<file path="src/rtl/ctc_pkg.sv">
// Constants shared by the capture timer configuration and event control block.
package ctc_pkg;
	// ----------------------------------------------------------------
	// Register map
	// ----------------------------------------------------------------
	localparam int ADDR_W = 4;
	localparam logic [ADDR_W-1:0] OFS_MAIN_CTRL = 4'h0;
	localparam logic [ADDR_W-1:0] OFS_MODE_CTRL = 4'h1;
	localparam logic [ADDR_W-1:0] OFS_EVENT_CTRL = 4'h4;
	localparam logic [ADDR_W-1:0] OFS_STATUS = 4'h7;
	localparam logic [7:0] RESET_BYTE = 8'h00;
	localparam logic [7:0] MASK_MAIN_CTRL = 8'h57;
	localparam logic [7:0] MASK_MODE_CTRL = 8'h77;
	localparam logic [7:0] MASK_EVENT_CTRL = 8'h51;

	// ----------------------------------------------------------------
	// Field positions
	// ----------------------------------------------------------------
	localparam int BIT_ENABLE = 0;
	localparam int BIT_CLOCK_SELECT_LO = 1;
	localparam int BIT_CLOCK_SELECT_HI = 2;
	localparam int BIT_SYNC_RESTART = 4;
	localparam int BIT_STANDBY_RUN = 6;
	localparam int BIT_MODE_LO = 0;
	localparam int BIT_MODE_HI = 2;
	localparam int BIT_WAVE_EN = 4;
	localparam int BIT_INIT_LEVEL = 5;
	localparam int BIT_ASYNCHRONOUS_START_START = 6;
	localparam int BIT_CAPTURE_ON_EVENT_MODE_EI = 0;
	localparam int BIT_EDGE = 4;
	localparam int BIT_FILTER = 6;
	localparam int BIT_RUN = 0;

	// ----------------------------------------------------------------
	// Clock select codes
	// ----------------------------------------------------------------
	localparam logic [1:0] CLK_UNDIVIDED = 2'h0;
	localparam logic [1:0] CLK_HALVED = 2'h1;
	localparam logic [1:0] CLK_RESERVED = 2'h2;
	localparam logic [1:0] CLK_COMPANION = 2'h3;

	// ----------------------------------------------------------------
	// Counting modes
	// ----------------------------------------------------------------
	localparam logic [2:0] MODE_PERIODIC = 3'h0;
	localparam logic [2:0] MODE_TIMEOUT = 3'h1;
	localparam logic [2:0] MODE_CAPTURE = 3'h2;
	localparam logic [2:0] MODE_FREQ = 3'h3;
	localparam logic [2:0] MODE_WIDTH = 3'h4;
	localparam logic [2:0] MODE_FREQ_WIDTH = 3'h5;
	localparam logic [2:0] MODE_SINGLE = 3'h6;
	localparam logic [2:0] MODE_EIGHT_BIT_PWM_MODE = 3'h7;

	// ----------------------------------------------------------------
	// Counter and filter
	// ----------------------------------------------------------------
	localparam int CNT_W = 16;
	localparam logic [CNT_W-1:0] CNT_ZERO = 16'h0000;
	localparam logic [CNT_W-1:0] CNT_ONE = 16'h0001;
	localparam int FILT_DEPTH = 4;

	// States of the combined frequency and width measurement.
	typedef enum logic [1:0] {
		CTC_FW_IDLE,
		CTC_FW_MEASURE,
		CTC_FW_CAPTURED
	} ctc_fw_state_t;
endpackage

</file>
<file path="src/rtl/ctc_core_if.sv">
// Interface joining the timer core to its event filter and clock generator.
`timescale 1ns/1ns
interface ctc_core_if;
	logic raw_event;
	logic filter_en;
	logic event_level;
	logic [1:0] clock_select;
	logic companion_tick;
	logic count_tick;

	modport filt (input raw_event, input filter_en, output event_level);
	modport clkg (input clock_select, input companion_tick, output count_tick);
	modport core (output raw_event, output filter_en, output clock_select,
		output companion_tick, input event_level, input count_tick);
endinterface

</file>
<file path="src/rtl/ctc_top.sv">
// Capture timer configuration registers, event edge control and counter.
`timescale 1ns/1ns

// Operation
// - Standby run keeps timer going in standby; ignored with companion clock.
// - Synchronised restart clears counter on companion restart, not with halved clock.
// - Clock select picks undivided, halved or companion clock; other code reserved.
// - Enable bit activates the timer; while clear the timer stays inactive.
// - Single shot output rises after synchronised start, or at event when asynchronous.
// - Initial level sets waveform start level, ignored in PWM and single shot.
// - Waveform output enable lets the waveform override the port value on the pin.
// - Counting mode field selects one of eight modes in fixed order.
// - Filter bit turns on noise cancellation for the capture event input.
// - Periodic and PWM modes ignore all events and edges.
// - Time-out start/stop by edge; single shot starts on rising or either edge.
// - Capture mode captures and signals on the selected edge only.
// - Frequency mode captures, clears and restarts, signals on selected edge.
// - Width mode: selected edge clears and restarts, opposite edge captures and signals.
// - Combined mode: restart, opposite edge capture, next selected edge stops and signals.
// - Capture event input enable lets events act; otherwise events do nothing.
// - Filter passes a level only after four agreeing samples.
module ctc_top (
	input wire logic mclk,
	input wire logic rst,
	input wire logic [ctc_pkg::ADDR_W-1:0] reg_addr,
	input wire logic [7:0] reg_wdata,
	input wire logic reg_wr,
	input wire logic reg_rd,
	output logic [7:0] reg_rdata,
	input wire logic event_in,
	input wire logic companion_tick,
	input wire logic companion_restart,
	input wire logic standby_sleep,
	input wire logic [ctc_pkg::CNT_W-1:0] top_value,
	input wire logic port_out_value,
	output logic pin_out,
	output logic pin_override,
	output logic [ctc_pkg::CNT_W-1:0] count_value,
	output logic [ctc_pkg::CNT_W-1:0] capture_value,
	output logic capture_event,
	output logic running
);
	import ctc_pkg::*;

	// ----------------------------------------------------------------
	// Declarations
	// ----------------------------------------------------------------
	logic [7:0] main_ctrl_reg, mode_ctrl_reg, event_ctrl_reg, rdata_reg;
	logic [CNT_W-1:0] cnt_reg, cnt_next, cap_reg, cap_next;
	logic run_reg, run_next, run_prev_reg, irq_reg, irq_next, wave_reg, wave_next;
	logic pin_reg, pin_ovr_reg;
	ctc_fw_state_t fw_reg, fw_next;
	logic enable, standby_run, sync_restart, asynchronous_start_start, init_level, wave_en;
	logic capture_on_event_mode_ei, edge_sel, prev_level_reg, active, tick_ok, restart_ok, ev_ok;
	logic rise, fall, sel_edge, opp_edge, trigger, init_eff;
	logic [1:0] clock_select;
	logic [2:0] mode;

	// Modes whose counter free-runs while the timer is enabled.
	function automatic logic mode_free_runs(input logic [2:0] m);
		return (m == MODE_PERIODIC) || (m == MODE_CAPTURE) || (m == MODE_FREQ) ||
			(m == MODE_WIDTH) || (m == MODE_EIGHT_BIT_PWM_MODE);
	endfunction

	// Modes that take no action on events.
	function automatic logic mode_deaf(input logic [2:0] m);
		return (m == MODE_PERIODIC) || (m == MODE_EIGHT_BIT_PWM_MODE);
	endfunction

	ctc_core_if cif ();

	// ----------------------------------------------------------------
	// Register fields
	// ----------------------------------------------------------------
	// Split the control bytes into their fields.
	assign enable = main_ctrl_reg[BIT_ENABLE];
	assign clock_select = main_ctrl_reg[BIT_CLOCK_SELECT_HI:BIT_CLOCK_SELECT_LO];
	assign sync_restart = main_ctrl_reg[BIT_SYNC_RESTART];
	assign standby_run = main_ctrl_reg[BIT_STANDBY_RUN];
	assign mode = mode_ctrl_reg[BIT_MODE_HI:BIT_MODE_LO];
	assign wave_en = mode_ctrl_reg[BIT_WAVE_EN];
	assign init_level = mode_ctrl_reg[BIT_INIT_LEVEL];
	assign asynchronous_start_start = mode_ctrl_reg[BIT_ASYNCHRONOUS_START_START];
	assign capture_on_event_mode_ei = event_ctrl_reg[BIT_CAPTURE_ON_EVENT_MODE_EI];
	assign edge_sel = event_ctrl_reg[BIT_EDGE];

	// ----------------------------------------------------------------
	// Register bus
	// ----------------------------------------------------------------
	// Writes store only the defined bits of each control byte.
	always_ff @(posedge mclk or posedge rst) begin
		if (rst) begin
			main_ctrl_reg <= RESET_BYTE;
			mode_ctrl_reg <= RESET_BYTE;
			event_ctrl_reg <= RESET_BYTE;
		end else if (reg_wr) begin
			if (reg_addr == OFS_MAIN_CTRL) begin
				main_ctrl_reg <= reg_wdata & MASK_MAIN_CTRL;
			end else if (reg_addr == OFS_MODE_CTRL) begin
				mode_ctrl_reg <= reg_wdata & MASK_MODE_CTRL;
			end else if (reg_addr == OFS_EVENT_CTRL) begin
				event_ctrl_reg <= reg_wdata & MASK_EVENT_CTRL;
			end
		end
	end

	// Read data stands for the one cycle after the read strobe.
	always_ff @(posedge mclk or posedge rst) begin
		if (rst) begin
			rdata_reg <= RESET_BYTE;
		end else if (!reg_rd) begin
			rdata_reg <= RESET_BYTE;
		end else if (reg_addr == OFS_MAIN_CTRL) begin
			rdata_reg <= main_ctrl_reg;
		end else if (reg_addr == OFS_MODE_CTRL) begin
			rdata_reg <= mode_ctrl_reg;
		end else if (reg_addr == OFS_EVENT_CTRL) begin
			rdata_reg <= event_ctrl_reg;
		end else if (reg_addr == OFS_STATUS) begin
			rdata_reg <= RESET_BYTE | ({7'h00, run_reg} << BIT_RUN);
		end else begin
			rdata_reg <= RESET_BYTE;
		end
	end

	// ----------------------------------------------------------------
	// Event filter, clock generator and edge detection
	// ----------------------------------------------------------------
	// Drive the helper modules through the shared interface.
	assign cif.raw_event = event_in;
	assign cif.filter_en = event_ctrl_reg[BIT_FILTER];
	assign cif.clock_select = clock_select;
	assign cif.companion_tick = companion_tick;

	ctc_event_filter u_filter (.mclk(mclk), .rst(rst), .f(cif.filt));
	ctc_clock_gen u_clock (.mclk(mclk), .rst(rst), .c(cif.clkg));

	// Remember the last filtered level and the last run state.
	always_ff @(posedge mclk or posedge rst) begin
		if (rst) begin
			prev_level_reg <= 1'b0;
			run_prev_reg <= 1'b0;
		end else begin
			prev_level_reg <= cif.event_level;
			run_prev_reg <= run_reg;
		end
	end

	// Qualify ticks, restarts and events by enable, standby and mode.
	assign active = enable && (!standby_sleep || standby_run ||
		(clock_select == CLK_COMPANION));
	assign tick_ok = active && cif.count_tick;
	assign restart_ok = active && sync_restart && (clock_select != CLK_HALVED) &&
		companion_restart;
	assign ev_ok = active && capture_on_event_mode_ei && !mode_deaf(mode);
	assign rise = cif.event_level && !prev_level_reg;
	assign fall = !cif.event_level && prev_level_reg;
	assign sel_edge = edge_sel ? fall : rise;
	assign opp_edge = edge_sel ? rise : fall;
	assign trigger = edge_sel ? (rise || fall) : rise;
	assign init_eff = ((mode == MODE_SINGLE) || (mode == MODE_EIGHT_BIT_PWM_MODE)) ? 1'b0 : init_level;

	// ----------------------------------------------------------------
	// Counter, capture and waveform next state
	// ----------------------------------------------------------------
	// Counting first, then companion restart, then event actions on top.
	always_comb begin
		cnt_next = cnt_reg;
		cap_next = cap_reg;
		run_next = run_reg;
		irq_next = 1'b0;
		fw_next = fw_reg;
		wave_next = wave_reg;
		if (!enable) begin
			cnt_next = CNT_ZERO;
			run_next = 1'b0;
			fw_next = CTC_FW_IDLE;
			wave_next = init_eff;
		end else if (active) begin
			if (mode_free_runs(mode)) begin
				run_next = 1'b1;
			end
			if (tick_ok && run_reg) begin
				case (mode)
					MODE_PERIODIC: begin
						if (cnt_reg == top_value) begin
							cnt_next = CNT_ZERO;
							irq_next = 1'b1;
						end else begin
							cnt_next = cnt_reg + CNT_ONE;
						end
					end
					MODE_TIMEOUT, MODE_SINGLE: begin
						if (cnt_reg == top_value) begin
							run_next = 1'b0;
							irq_next = 1'b1;
							if (mode == MODE_SINGLE) begin
								wave_next = 1'b0;
							end
						end else begin
							cnt_next = cnt_reg + CNT_ONE;
						end
					end
					MODE_EIGHT_BIT_PWM_MODE: begin
						if (cnt_reg[7:0] == top_value[7:0]) begin
							cnt_next = CNT_ZERO;
							irq_next = 1'b1;
						end else begin
							cnt_next = cnt_reg + CNT_ONE;
						end
					end
					default: begin
						cnt_next = cnt_reg + CNT_ONE;
					end
				endcase
			end
			if (mode == MODE_EIGHT_BIT_PWM_MODE) begin
				wave_next = cnt_next[7:0] < top_value[15:8];
			end
			if (restart_ok) begin
				cnt_next = CNT_ZERO;
			end
			if (mode == MODE_SINGLE && !asynchronous_start_start && run_reg && !run_prev_reg) begin
				wave_next = 1'b1;
			end
			if (ev_ok) begin
				case (mode)
					MODE_TIMEOUT: begin
						if (sel_edge) begin
							run_next = 1'b1;
						end else if (opp_edge) begin
							run_next = 1'b0;
						end
					end
					MODE_CAPTURE: begin
						if (sel_edge) begin
							cap_next = cnt_reg;
							irq_next = 1'b1;
						end
					end
					MODE_FREQ: begin
						if (sel_edge) begin
							cap_next = cnt_reg;
							cnt_next = CNT_ZERO;
							irq_next = 1'b1;
						end
					end
					MODE_WIDTH: begin
						if (sel_edge) begin
							cnt_next = CNT_ZERO;
						end else if (opp_edge) begin
							cap_next = cnt_reg;
							irq_next = 1'b1;
						end
					end
					MODE_FREQ_WIDTH: begin
						case (fw_reg)
							CTC_FW_IDLE: begin
								if (sel_edge) begin
									cnt_next = CNT_ZERO;
									run_next = 1'b1;
									fw_next = CTC_FW_MEASURE;
								end
							end
							CTC_FW_MEASURE: begin
								if (opp_edge) begin
									cap_next = cnt_reg;
									fw_next = CTC_FW_CAPTURED;
								end
							end
							default: begin
								if (sel_edge) begin
									run_next = 1'b0;
									irq_next = 1'b1;
									fw_next = CTC_FW_IDLE;
								end
							end
						endcase
					end
					MODE_SINGLE: begin
						if (trigger && !run_reg) begin
							cnt_next = CNT_ZERO;
							run_next = 1'b1;
							if (asynchronous_start_start) begin
								wave_next = 1'b1;
							end
						end
					end
					default: begin
						run_next = run_next;
					end
				endcase
			end
		end
	end

	// Counter, capture, run and measurement state.
	always_ff @(posedge mclk or posedge rst) begin
		if (rst) begin
			cnt_reg <= CNT_ZERO;
			cap_reg <= CNT_ZERO;
			run_reg <= 1'b0;
			irq_reg <= 1'b0;
			fw_reg <= CTC_FW_IDLE;
		end else begin
			cnt_reg <= cnt_next;
			cap_reg <= cap_next;
			run_reg <= run_next;
			irq_reg <= irq_next;
			fw_reg <= fw_next;
		end
	end

	// Waveform and pin override; the port value passes while the override is off.
	always_ff @(posedge mclk or posedge rst) begin
		if (rst) begin
			wave_reg <= 1'b0;
			pin_reg <= 1'b0;
			pin_ovr_reg <= 1'b0;
		end else begin
			wave_reg <= wave_next;
			pin_reg <= wave_en ? wave_reg : port_out_value;
			pin_ovr_reg <= wave_en;
		end
	end

	assign reg_rdata = rdata_reg;
	assign pin_out = pin_reg;
	assign pin_override = pin_ovr_reg;
	assign count_value = cnt_reg;
	assign capture_value = cap_reg;
	assign capture_event = irq_reg;
	assign running = run_reg;

	// ----------------------------------------------------------------
	// Assertions
	// ----------------------------------------------------------------
	a_disable_idle: assert property (@(posedge mclk) disable iff (rst)
		!enable |=> (!running && count_value == CNT_ZERO))
		else $error("disabled timer still counting");
	a_deaf_modes: assert property (@(posedge mclk) disable iff (rst)
		(capture_value != $past(capture_value)) |-> !mode_deaf($past(mode)))
		else $error("capture taken in a mode that ignores events");
	a_capture_edge: assert property (@(posedge mclk) disable iff (rst)
		(ev_ok && mode == MODE_CAPTURE && sel_edge)
		|=> (capture_event && capture_value == $past(cnt_reg)))
		else $error("capture on selected edge missing");
	a_freq_restart: assert property (@(posedge mclk) disable iff (rst)
		(ev_ok && mode == MODE_FREQ && sel_edge) |=> (count_value == CNT_ZERO && capture_event))
		else $error("frequency edge did not restart counter");
	a_width_clear: assert property (@(posedge mclk) disable iff (rst)
		(ev_ok && mode == MODE_WIDTH && sel_edge) |=> (count_value == CNT_ZERO && !capture_event))
		else $error("width restart edge misbehaved");
	a_event_gate: assert property (@(posedge mclk) disable iff (rst)
		(!capture_on_event_mode_ei && mode == MODE_CAPTURE) |=> !capture_event)
		else $error("event acted while capture input disabled");
	a_timeout_start: assert property (@(posedge mclk) disable iff (rst)
		(ev_ok && mode == MODE_TIMEOUT && sel_edge) |=> running)
		else $error("time-out start edge did not start counter");
	a_asynchronous_start_fast: assert property (@(posedge mclk) disable iff (rst)
		(ev_ok && mode == MODE_SINGLE && asynchronous_start_start && trigger && !run_reg) |=> wave_reg)
		else $error("asynchronous start did not raise output at once");
	a_sync_delay: assert property (@(posedge mclk) disable iff (rst)
		(ev_ok && mode == MODE_SINGLE && !asynchronous_start_start && trigger && !run_reg && !wave_reg)
		##1 (active && mode == MODE_SINGLE && !asynchronous_start_start) |-> !wave_reg ##1 wave_reg)
		else $error("synchronised start output timing wrong");
	a_pin_port: assert property (@(posedge mclk) disable iff (rst)
		(!wave_en [*2]) |-> (pin_out == $past(port_out_value) && !pin_override))
		else $error("waveform reached the pin while disabled");
	a_sync_restart: assert property (@(posedge mclk) disable iff (rst)
		(restart_ok && !ev_ok) |=> count_value == CNT_ZERO)
		else $error("companion restart did not clear counter");
	a_standby_halt: assert property (@(posedge mclk) disable iff (rst)
		(enable && standby_sleep && !standby_run && clock_select != CLK_COMPANION)
		|=> (count_value == $past(count_value)))
		else $error("timer counted in standby without standby run");
endmodule

</file>
<file path="src/rtl/ctc_event_filter.sv">
// Noise filter that passes an event level once four samples agree.
`timescale 1ns/1ns
module ctc_event_filter (
	input wire logic mclk,
	input wire logic rst,
	ctc_core_if.filt f
);
	import ctc_pkg::*;

	logic [FILT_DEPTH-1:0] hist_reg;
	logic level_reg;

	// ----------------------------------------------------------------
	// Sample history and stable level
	// ----------------------------------------------------------------
	// Shift the raw event into the history every clock.
	always_ff @(posedge mclk or posedge rst) begin
		if (rst) begin
			hist_reg <= '0;
		end else begin
			hist_reg <= {hist_reg[FILT_DEPTH-2:0], f.raw_event};
		end
	end

	// With the filter on, the level moves only when the whole history agrees.
	always_ff @(posedge mclk or posedge rst) begin
		if (rst) begin
			level_reg <= 1'b0;
		end else if (!f.filter_en) begin
			level_reg <= f.raw_event;
		end else if (&hist_reg) begin
			level_reg <= 1'b1;
		end else if (~|hist_reg) begin
			level_reg <= 1'b0;
		end
	end

	assign f.event_level = level_reg;

	a_filter_agree: assert property (@(posedge mclk) disable iff (rst)
		($past(f.filter_en) && (level_reg != $past(level_reg)))
		|-> ($past(hist_reg) == {FILT_DEPTH{level_reg}}))
		else $error("filtered level moved without four agreeing samples");
endmodule

</file>
<file path="src/rtl/ctc_clock_gen.sv">
// Count tick generator for the undivided, halved and companion clocks.
`timescale 1ns/1ns
module ctc_clock_gen (
	input wire logic mclk,
	input wire logic rst,
	ctc_core_if.clkg c
);
	import ctc_pkg::*;

	logic half_reg;

	// Toggle once per clock to give a tick on every second edge.
	always_ff @(posedge mclk or posedge rst) begin
		if (rst) begin
			half_reg <= 1'b0;
		end else begin
			half_reg <= ~half_reg;
		end
	end

	// Pick the tick; the reserved code gives no tick at all.
	always_comb begin
		if (c.clock_select == CLK_UNDIVIDED) begin
			c.count_tick = 1'b1;
		end else if (c.clock_select == CLK_HALVED) begin
			c.count_tick = half_reg;
		end else if (c.clock_select == CLK_COMPANION) begin
			c.count_tick = c.companion_tick;
		end else begin
			c.count_tick = 1'b0;
		end
	end

	a_halved_rate: assert property (@(posedge mclk) disable iff (rst)
		(c.clock_select == CLK_HALVED && c.count_tick) ##1 (c.clock_select == CLK_HALVED)
		|-> !c.count_tick)
		else $error("halved clock ticked on two edges in a row");
endmodule

</file>
<file path="config.mk">
export PLATFORM = sky130hd
export DESIGN_NAME = ctc_top
export DESIGN_NICKNAME = d
export VERILOG_FILES = /design/src/rtl/ctc_pkg.sv /design/src/rtl/ctc_core_if.sv /design/src/rtl/ctc_top.sv /design/src/rtl/ctc_event_filter.sv /design/src/rtl/ctc_clock_gen.sv
export SDC_FILE = /design/constraint.sdc
export NUM_CORES = 1
export LEC_CHECK = 0
export BUFFER_PORTS_ARGS = -buffer_cell sky130_fd_sc_hd__buf_2
export CAP_MARGIN = 20
export CORE_ASPECT_RATIO = 1.75
export CORE_MARGIN = 2
export CORE_UTILIZATION = 40
export DETAILED_ROUTE_END_ITERATION = 8
export PLACE_DENSITY = 0.63
export SYNTH_ARGS = -nofsm -noshare
export SYNTH_HDL_FRONTEND = slang
export SYNTH_SLANG_ARGS = --single-unit
</file>
<file path="constraint.sdc">
create_clock -name mclk -period 8.8 [get_ports mclk]
set_clock_uncertainty 0.1 [all_clocks]
set_input_delay 0.44 -clock mclk [delete_from_list [all_inputs] [get_ports mclk]]
set_output_delay 0.44 -clock mclk [all_outputs]
set_load 0.005 [all_outputs]
</file>
### Word level (Yosys, flattened, before mapping)

Cells that the tools add are included.

* bits in registers: 69
* bits of input ports: 37
* output and inout bits: 44
* logic and storage cells: 177

* $add $sub $neg: 1
* $lt $le $gt $ge: 1
* equal/unequal tests: 26
* muxes and demuxes: 82
* bitwise gates (word level): 3
* reductions and logical operators: 47

Operator list (count)
* 16-bit two-way mux: 17
* 16-bit one-hot mux with 3 select lines: 3
* 1-bit two-way mux: 46
* 7-bit two-way mux: 4
* 16-bit by 1-bit adder with 16-bit output, second input constant: 1
* 16-bit equality test: 1
* 1-bit logical AND: 14
* 2-bit two-way mux: 7
* 3-bit equality test, second input constant: 4
* 2-bit by 1-bit inequality test with 1-bit output, second input constant: 5
* 1-bit logical OR: 9
* 4-bit by 3-bit equality test with 1-bit output, second input constant: 2
* 8-bit equality test: 1
* 8-bit < comparator: 1
* 4-bit AND reduction: 2
* 2-bit OR reduction: 4
* 1-bit zero test: 7
* 7-bit AND reduction: 1
* 3-bit by 2-bit equality test with 1-bit output, second input constant: 2
* 3-bit inequality test, second input constant: 2
* 1-bit one-hot mux with 3 select lines: 2
* 6-bit AND reduction: 1
* 2-bit by 1-bit equality test with 1-bit output, second input constant: 2
* 4-bit by 1-bit equality test with 1-bit output, second input constant: 1
* 16 further kinds: 21

### Depth between registers and ports, before layout

Gate-level depths: netlist (run 1).

* depth in word-level cells: 18
* depth in mapped cells: 16
* depth with buffers taken out: 14

### Modules after synthesis

A second synthesis (run 1) with hierarchy kept.

* cells, all modules: 417
* area total of the unflattened synthesis: 4088.9 µm²

Modules (own cells, without submodules)
* ctc_top: times used 1, cells an instance 400, area an instance 3882.5 µm², seq. area each 1526.5 µm²
* ctc_event_filter: times used 1, cells an instance 11, area an instance 158.9 µm², seq. area each 125.1 µm²
* ctc_clock_gen: times used 1, cells an instance 6, area an instance 47.5 µm², seq. area each 25.0 µm²

### Worst setup path after synthesis (run 1)

Ideal clock, no wire load.

* path kind: register to register
* start: register cnt_reg[10] (netlist: count_value[10])
* end: register wave_reg
* library setup time: 0.134 ns
* data arrival time: 2.748 ns
* required time: 8.566 ns
* slack: 5.818 ns
* cell stages (with the launch flop): 15
* buffers on the path: 2
* clock period less this slack: 2.982 ns
* cell sequence: dfrtp_1 > buf_2 > xor2_1 > nor4_2 > and4bb_4 > clkinv_4 > nor2_1 > nor3_1 > buf_2 > a22o_1 > ha_1 > nand4_1 > a21o_1 > a31oi_1 > o22ai_1

* word-level cells in the longest chain between the ends: 15
* elaborated cells between the ends (all ways): 19
* classes of those cells: 1 x order compare; 1 x eq/ne; 17 x mux

Ends and longest elaborated chain
* start: declaration: RTL line ctc_top.sv:49 `logic [CNT_W-1:0] cnt_reg, cnt_next, cap_reg, cap_next;`
* start signal: assignment: RTL line ctc_top.sv:306 `cnt_reg <= cnt_next;`
* 16-bit equality test *: RTL line ctc_top.sv:186, ctc_top.sv:194
* 16-bit two-way mux, on equally long branches: RTL line ctc_top.sv:194, ctc_top.sv:186
* 16-bit one-hot mux with 3 select lines: RTL line ctc_top.sv:184 `case (mode)`
* 16-bit two-way mux: RTL line ctc_top.sv:183 `if (tick_ok && run_reg) begin`
* 16-bit two-way mux: RTL line ctc_top.sv:179 `end else if (active) begin`
* 16-bit two-way mux: RTL line ctc_top.sv:174 `if (!enable) begin`
* 8-bit < comparator: RTL line ctc_top.sv:218 `wave_next = cnt_next[7:0] < top_value[15:8];`
* 1-bit two-way mux *: RTL line ctc_top.sv:217 `if (mode == MODE_EIGHT_BIT_PWM_MODE) begin`
* 1-bit two-way mux *: RTL line ctc_top.sv:223 `if (mode == MODE_SINGLE && !asynchronous_start_start && run_reg && !run_prev_reg) begin`
* 1-bit two-way mux: RTL line ctc_top.sv:284 `if (asynchronous_start_start) begin`
* 1-bit two-way mux: RTL line ctc_top.sv:281 `if (trigger && !run_reg) begin`
* 1-bit two-way mux: RTL line ctc_top.sv:227 `case (mode)`
* 1-bit two-way mux *: RTL line ctc_top.sv:226 `if (ev_ok) begin`
* 1-bit two-way mux *: RTL line ctc_top.sv:179
* 1-bit two-way mux *: RTL line ctc_top.sv:174
* end signal: assignment: RTL line ctc_top.sv:321 `wave_reg <= wave_next;`
* end: declaration: RTL line ctc_top.sv:50 `logic run_reg, run_next, run_prev_reg, irq_reg, irq_next, wave_reg, wave_next;`

Mark *: on every way between the ends. The rest lies on a longest branch, timed or not. The select of a mux whose other input is x is not followed.
A chain may end at the register's enable or synchronous reset.

### Final worst setup path (run 1)

* start: register mode_ctrl_reg[1]
* end: register wave_reg

* word-level cells in the longest chain between the ends: 15
* elaborated cells between the ends (all ways): 30
* classes of those cells: 1 x order compare; 3 x eq/ne; 17 x mux; 9 x reduce/logical

Ends and longest elaborated chain
* start: declaration: RTL line ctc_top.sv:48 `logic [7:0] main_ctrl_reg, mode_ctrl_reg, event_ctrl_reg, rdata_reg;`
* start signal: assignment: RTL line ctc_top.sv:100 `mode_ctrl_reg <= reg_wdata & MASK_MODE_CTRL;`
* 3-bit equality test / 3-bit by 1-bit equality test with 1-bit output (equally long branches)
* 2-bit OR reduction: RTL line ctc_top.sv:184
* 16-bit one-hot mux with 3 select lines: RTL line ctc_top.sv:184
* 16-bit two-way mux: RTL line ctc_top.sv:183
* 16-bit two-way mux: RTL line ctc_top.sv:179
* 16-bit two-way mux: RTL line ctc_top.sv:174
* 8-bit < comparator: RTL line ctc_top.sv:218
* 1-bit two-way mux: RTL line ctc_top.sv:217
* 1-bit two-way mux: RTL line ctc_top.sv:223
* 1-bit two-way mux: RTL line ctc_top.sv:284
* 1-bit two-way mux: RTL line ctc_top.sv:281
* 1-bit two-way mux: RTL line ctc_top.sv:227
* 1-bit two-way mux: RTL line ctc_top.sv:226
* 1-bit two-way mux: RTL line ctc_top.sv:179
* 1-bit two-way mux *: RTL line ctc_top.sv:174

Marked as above.

==> results of run 1 <==
==> routing by layer <==
metal | vias to the layer above | routed length [um] | global-route usage [%]
li1 | 1713 | - | -
met1 | 1734 | 4180 | 21.9
met2 | 134 | 5920 | 37.3
met3 | 40 | 587 | 3.79
met4 | 0 | 547 | 14.0
met5 | - | 0 | 0
==> Yosys cell counts, drive strengths merged (7+ instances only) <==
master  instances
dfrtp          67
mux2           32
o21ai          31
nand2          28
inv            25
nor2           25
ha             15
a21oi          14
a31oi          14
buf            14
nand3          12
nor2b          12
clkbuf          9
nor3            9
xnor2           8
xor2            8
nand4           7
nor4            7
o31ai           7
==> worst min path at each step <==
stage	start	endpoint	slack, ps
5_1_grt	event_in	u_filter.hist_reg[0]	120
3_3_place_gp	u_filter.hist_reg[1]	u_filter.hist_reg[2]	260
2_1_floorplan	u_filter.hist_reg[1]	u_filter.hist_reg[2]	250
3_5_place_dp	u_filter.hist_reg[1]	u_filter.hist_reg[2]	280
4_1_cts	event_in	u_filter.hist_reg[0]	120
6_report	event_in	u_filter.hist_reg[0]	120
==> layout make-up <==
cell class	instances	area [um2]	area share, %
repair buffers	80	410	8.40
well taps	127	159	3.25
flip-flops and latches	67	1680	34.3
multi-input cells	312	2220	45.5
inverters	26	103	2.10
clock buffers	11	253	5.18
clock inverters	5	60.1	1.23
==> stage by stage <==
stage,power (mW),cells,hold slack [ps]
after floorplan,0.525,428,254
after global placement,0.586,612,264
after detailed placement,0.593,612,283
after CTS,0.970,628,120
after global routing,1.01,628,122
final,0.963,628,122
==> cell families (layout without fill, tap and decap cells) <==
logic type / after synthesis / count (layout) / synth area share [%]
muxes: 37 / 37 / 9.98
AOI/OAI and AO/OA: 114 / 114 / 19.4
xor gates and xnor gates: 16 / 16 / 3.41
adders and majority gates: 15 / 15 / 4.56
and+or+nand+nor: 128 / 128 / 16.5
other: 1 / 2 / 0.0912
DFF: 67 / 67 / 40.8
buffers and inverters: 49 / 122 / 5.26
==> report_power, final <==
part	switching [mW]	leakage (nW)	internal, mW
sequential	0.0428	0.886	0.335
clock	0.137	0.152	0.235
combinational	0.131	1.25	0.0817
==> metrics.md, run 1 <==
| Metric | Value |
|---|---|
| Leakage power | `2.29 nW` |
| Crit path required time | `8960 ps` |
| Reg2Reg Capture Point | `wave_reg` |
| Final hold violation count | `0` |
| Final worst path period share | `46.6%` |
| Crit start category | `flip-flop` |
| Cell breakdown of the critical path | `inv_1 > ha_1 > or3_1 > o2bb2ai_2 > or3_1 > o31ai_1 > ha_1 > a21oi_1 > nor2b_1 > o21ai_0 > o311ai_0 > o22ai_1` |
| Vias | `3621` |
| DR iter-0 viols | `190` |
| R2R setup slack | `4700 ps` |
| Tightest Pin Transition | `1100 ps` |
| H-Tree Level Count | `3` |
| Via-to-Cell Ratio | `5.77` |
| Initial DRT Pass Iterations | `4` |
| Largest net degree at the start of global routing | `68` |
| Total GRT Usage | `21.1%` |
| Design area | `0.00488 mm2` |
| Antenna violations before repair | `0` |
| # fillers | `961` |
| Worst flop-to-flop path startpoint | `mode_ctrl_reg[1]` |
| Pre-CTS setup slack | `4740 ps` |
| Global route overflow | `0` |
| Status | `finished clean` |
| TritonCTS clock tree | `done` |
| Max VDD drop | `0.177 mV` |
| Synth Instances | `427` |
| Max-slew violation count | `0` |
| CP max stage cell | `dfrtp_1` |
| First-pass GRT wire length | `18.1 mm` |
| Synth top area cells | `dfrtp_1 41%, mux2_2 8.8%, ha_1 4.6%, o21ai_0 3.5%, nand2_1 2.5%` |
| Starting density of the core | `40.6%` |
| Power Density | `197 mW/mm2` |
| Yosys top cell area share | `40.8%` |
| Max Fanout on Critical Path | `16` |
| Antenna Cells | `0` |
| Stages on worst setup path | `12` |
| Reg2Reg Depth | `12` |
| Die width | `80.6 um` |
| Clock buffer count from CTS | `9` |
| Placed cell area | `0.00457 mm2` |
| WL/cell | `17.9 um` |
| RSZ-0062 raised after global routing | `false` |
| Seq/Total Area, Yosys | `40.8%` |
| WP buf/inv | `1` |
| Residual DRC | `0` |
| Total of max-cap violations | `0` |
| Arr. time, crit path | `4260 ps` |
| GPL Wtd Cong | `0.900` |
| Slew headroom | `26.5%` |
| Die height | `138 um` |
| Commonest non-fill, non-tap cell in the layout | `buf_2` |
| Final nets | `548` |
| Min-delay worst type | `primary input to flip-flop` |
| Synthesized cell area | `0.00411 mm2` |
| Vias in the first global route | `3821` |
| I/O pin cnt | `81` |
| Crit path max-delay family | `compound AO/OA/AOI/OAI gates` |
| Core Util, Final | `48.3%` |
| Fin Setup TNS | `0 ps` |
| CTS Hold Buffers Added | `0` |
| Deepest clock path buffer count | `2` |
| Main synth FF type | `dfrtp_1` |
| Row count | `49` |
| CTS root buf | `clkbuf_16` |
| Post-synthesis average cell area | `9.63 um2` |
| Post-CTS setup buffer count | `0` |
| Worst Setup SP | `mode_ctrl_reg[1]` |
| Area grow syn2layout | `18.8%` |
| Reg clk slew, reported paths | `60 ps` |
| Post-route setup slack | `4700 ps` |
| Ys Warns | `0` |
| FF+latch count, synth | `67` |
| Most frequent cells in the layout | `76 x buf_2, 67 x dfrtp_1, 32 x mux2_2` |
| Hold depth | `1` |
| WS Path Type | `flip-flop to flip-flop` |
| Setup crit end | `wave_reg` |
| Max stage delay on crit path | `670 ps` |
| Skew-Pair Late Insertion Delay | `340 ps` |
| Post-DP HPWL | `8.47 mm` |
| Crit. End Element | `flip-flop` |
| Fin crit period | `4100 ps` |
| Detailed-route wire length | `11.2 mm` |
| Clk sink count | `67` |
| Synth cell types | `65` |
| Synth area leader | `dfrtp_1` |
| Share of post-route cells with drive strength above 1 | `27.5%` |
| Share of synthesized registers carrying an async set or reset | `100%` |
| Post-CTS Resized | `0` |
| Post-DRT Antenna Nets | `0` |
| Post-synth EDFFs | `0` |
| Port bufs | `76` |
| Setup violations, final | `0` |
| Die Footprint | `0.0111 mm2` |
| Peak Freq | `0.244 GHz` |
| Core area | `0.0101 mm2` |
No activity file was read; power rests on OpenSTA's default activity.
==> run 2: changes to the inputs <==
--- a/config.mk
+++ b/config.mk
@@ -5,13 +5,14 @@
 export SDC_FILE = /design/constraint.sdc
 export NUM_CORES = 1
 export LEC_CHECK = 0
+export ABC_AREA = 1
 export BUFFER_PORTS_ARGS = -buffer_cell sky130_fd_sc_hd__buf_2
 export CAP_MARGIN = 20
 export CORE_ASPECT_RATIO = 1.75
 export CORE_MARGIN = 2
 export CORE_UTILIZATION = 40
 export DETAILED_ROUTE_END_ITERATION = 8
-export PLACE_DENSITY = 0.63
+export PLACE_DENSITY = 0.65
 export SYNTH_ARGS = -nofsm -noshare
 export SYNTH_HDL_FRONTEND = slang
 export SYNTH_SLANG_ARGS = --single-unit
==> constraint.sdc (replaced) <==
create_clock -name mclk -period 3.3 [get_ports mclk]
set_clock_uncertainty 0.1 [all_clocks]
set_input_delay 0.165 -clock mclk [delete_from_list [all_inputs] [get_ports mclk]]
set_output_delay 0.165 -clock mclk [all_outputs]
set_load 0.005 [all_outputs]
==> run 2 against run 1 <==
Utilization grew 2.0 points. Worst setup slack lost 4300 ps. Total power grew to 2.6 times the previous value. Die area grew 1.3%. First-iteration DRC count grew 16%. Critical endpoint unchanged.
==> metrics.md, run 2 <==
| Metric | Value |
|---|---|
| Synth cell types | `48 (-26%)` |
| I/O pin cnt | `81 (unchanged)` |
| Synthesized cell area | `0.00417 mm2 (+1.3%)` |
| Post-Synth Adder-Cell Area | `4.51% (-0.059 points)` |
| Synth Area in Compound Gates | `13.3% (-6.1 points)` |
| Antenna Cells | `0 (unchanged)` |
| Leakage power | `2.76 nW (+21%)` |
| Synth area leader | `dfrtp_1` |
| Antenna violations before repair | `0 (unchanged)` |
| First-pass GRT wire length | `19.4 mm (+6.9%)` |
| Area grow syn2layout | `23.5%` |
| Post-DRT Antenna Nets | `0 (unchanged)` |
| Worst Setup SP | `count_value[4]` |
| Clock buffer count from CTS | `9 (unchanged)` |
| Total GRT Usage | `22.1% (+0.99 points)` |
| Max-slew violation count | `0 (unchanged)` |
| Tightest Pin Transition | `602 ps (-496 ps)` |
| Residual DRC | `0 (unchanged)` |
| Crit. End Element | `flip-flop` |
| FF+latch count, synth | `67 (unchanged)` |
| Min-delay worst type | `primary input to flip-flop` |
| Vias in the first global route | `4156 (+8.8%)` |
| Die height | `139 um (+0.63%)` |
| Setup violations, final | `0 (unchanged)` |
| Synth top area cells | `dfrtp_1 40%, nand2_1 15%, inv_1 6.5%, o21ai_0 5.6%, ha_1 4.5%` |
| Share of post-route cells with drive strength above 1 | `23.6% (-4.0 points)` |
| Post-DP HPWL | `9.13 mm (+7.8%)` |
| Die width | `81.1 um (+0.62%)` |
| Synth Area in Simple Gates | `30.6% (+14 points)` |
| Detailed-route wire length | `11.6 mm (+3.5%)` |
| Post-synthesis average cell area | `7.36 um2 (-24%)` |
| Largest family of logic cells by synthesized area | `simple AND/OR/NAND/NOR gates` |
| Arr. time, crit path | `3080 ps (-1180 ps)` |
| Multiplexer share of the synthesized area | `0.270% (-9.7 points)` |
| Max Fanout on Critical Path | `7 (-9)` |
| Final worst path period share | `87.7% (+41 points)` |
| Worst flop-to-flop path startpoint | `count_value[4]` |
| Die Footprint | `0.0113 mm2 (+1.3%)` |
| Register area | `0.00168 mm2 (unchanged)` |
| Deepest clock path buffer count | `2 (unchanged)` |
| Final nets | `717 (+31%)` |
| GPL Wtd Cong | `0.911 (+1.2%)` |
| Port bufs | `76 (unchanged)` |
| DR iter-0 viols | `221 (+16%)` |
| Peak Freq | `0.345 GHz (+42%)` |
| Vias | `4120 (+14%)` |
| Starting density of the core | `40.7% (about the same)` |
| Hold path start | `reg_wdata[1]` |
| Yosys top cell area share | `40.3% (-0.53 points)` |
| Slew headroom | `59.8% (+33 points)` |
| Clk sink count | `67 (unchanged)` |
| Synth Area in XOR/XNOR | `1.68% (-1.7 points)` |
| Final hold violation count | `0 (unchanged)` |
| Power Density | `493 mW/mm2 (+150%)` |
| Crit path required time | `3480 ps (-5480 ps)` |
| H-Tree Level Count | `3 (unchanged)` |
| Crit start category | `flip-flop` |
| Dpl cells | `776 (+27%)` |
| Via-to-Cell Ratio | `5.17 (-10%)` |
| Commonest non-fill, non-tap cell in the layout | `nand2_1` |
| CTS root buf | `clkbuf_16` |
| Multi-input logic area | `0.00212 mm2 (-4.6%)` |
| Most frequent cells in the layout | `167 x nand2_1, 76 x buf_2, 71 x inv_1` |
| TritonCTS clock tree | `done` |
| Synth Instances | `566 (+33%)` |
| Skew-Pair Late Insertion Delay | `340 ps (about the same)` |
| # fillers | `1019 (+6.0%)` |
| WL/cell | `14.6 um (-18%)` |
| Reg clk slew, reported paths | `60 ps (about the same)` |
| Seq/Total Area, Yosys | `40.3% (-0.53 points)` |
| RSZ-0062 raised after global routing | `false` |
| Top post-synthesis cells by count | `168 x nand2_1, 72 x inv_1, 67 x dfrtp_1` |
| Row count | `49 (unchanged)` |
| Fin Setup TNS | `0 ps (unchanged)` |
| Initial DRT Pass Iterations | `5 (+1)` |
| Largest net degree at the start of global routing | `33 (-51%)` |
| Main synth FF type | `dfrtp_1` |
| Global route overflow | `0 (unchanged)` |
| Ys Warns | `0 (unchanged)` |
| Post-synth EDFFs | `0 (unchanged)` |
| Fin crit period | `2900 ps (-1200 ps)` |
| Core area | `0.0102 mm2 (+1.2%)` |
| Max VDD drop | `0.289 mV (+63%)` |
| Non-filler cells, final | `797 (+27%)` |
| Count leader, synth | `nand2_1` |
| Total of max-cap violations | `0 (unchanged)` |
| Share of synthesized registers carrying an async set or reset | `100% (unchanged)` |
| WHS | `8.25 ps (-114 ps)` |
| WS Path Type | `flip-flop to flip-flop` |
| Status | `finished clean` |
run 2: changes by cell type after synthesis, moves of 7 or more:
| cell | change |
|---|---|
| nor2_1 | +17 |
| inv_2 | +12 |
| xor2_1 | -7 |
| o21ai_1 | +10 |
| o21ai_0 | +18 |
| buf_2 | -7 |
| nand3_1 | +25 |
| a31oi_1 | -11 |
| nor2b_1 | -12 |
| mux2_2 | -31 |
| inv_1 | +47 |
| nand2_1 | +141 |
run 2: area by class of cell:
class                   count  area share [%]
clock inverters             7            1.46
repair buffers             99            11.0
clock buffers               9            4.38
multi-input cells         403            41.2
flip-flops and latches     67            32.6
inverters                  85            6.25
well taps                 127            3.09
run 2: through the flow:
step,setup WS [ps],util [%],cell area (um2),power [mW]
after global placement,254,46.6,4780,1.55
after detailed placement,237,46.6,4780,1.56
after CTS,209,50.1,5130,2.54
final,404,50.2,5140,2.54
after global routing,48.0,50.2,5140,2.67
after floorplan,532,-,4170,1.36
run 2: kinds of logic (layout without fill, tap and decap cells):
kind of cell / count (synthesis) / in the layout
and+or+nand+nor: 281 / 281
muxes: 1 / 1
buffers and inverters: 97 / 200
xor gates and xnor gates: 8 / 8
DFF: 67 / 67
adders and majority gates: 15 / 15
AOI/OAI and AO/OA: 96 / 96
other: 1 / 2
run 2: worst paths after layout:
path	slack (ps)	cells past startpoint	end
setup / recovery	400	23	wave_reg
hold / removal	8	3	mode_ctrl_reg[1]
setup reg to reg	400	23	wave_reg
hold reg to reg	300	0	u_filter.hist_reg[2]
max in group asynchronous	1970	4	capture_value[10]
min in group asynchronous	340	3	fw_reg[0]
run 2: critical path, cell delays in order (launching register included):
cell and delay [ps]:
dfrtp_1 440, inv_1 140, nand2_1 60, nand2_1 60, nand2_1 60, nor2_2 160
nand2_4 90, inv_4 70, nand2_4 90, nor2_8 160, nand2_4 110, nand2_2 80
inv_2 90, nand2_1 70, nand3_1 70, nand2_2 80, ha_1 230, a21oi_1 130
nor2_1 60, a2111oi_2 190, nand2_1 100, nand2_1 70, nand2_1 50, nand2_1 50
run 2: power by group:
group | internal, mW | switching (mW)
registers | 0.893 | 0.0698
logic | 0.201 | 0.400
clock network | 0.589 | 0.383
run 2: repair_timing:
| item | 4_1_cts | 5_1_grt |
|---|---|---|
| hold buffers | 5 | 0 |
| hold endpoints to repair | 31 | 0 |
| gates resized for setup | 0 | 5 |
| endpoints found under the setup margin | 0 | 1 |
| buffers inserted | 0 | 0 |
run 2: per-layer routing:
layer / vias up / GRT usage [%] / part of all wire (%)
li1: 2019 / - / -
met1: 1928 / 23.0 / 37
met2: 135 / 40.3 / 55
met3: 38 / 3.52 / 3.9
met4: 0 / 12.3 / 4.8
met5: - / 0 / 0
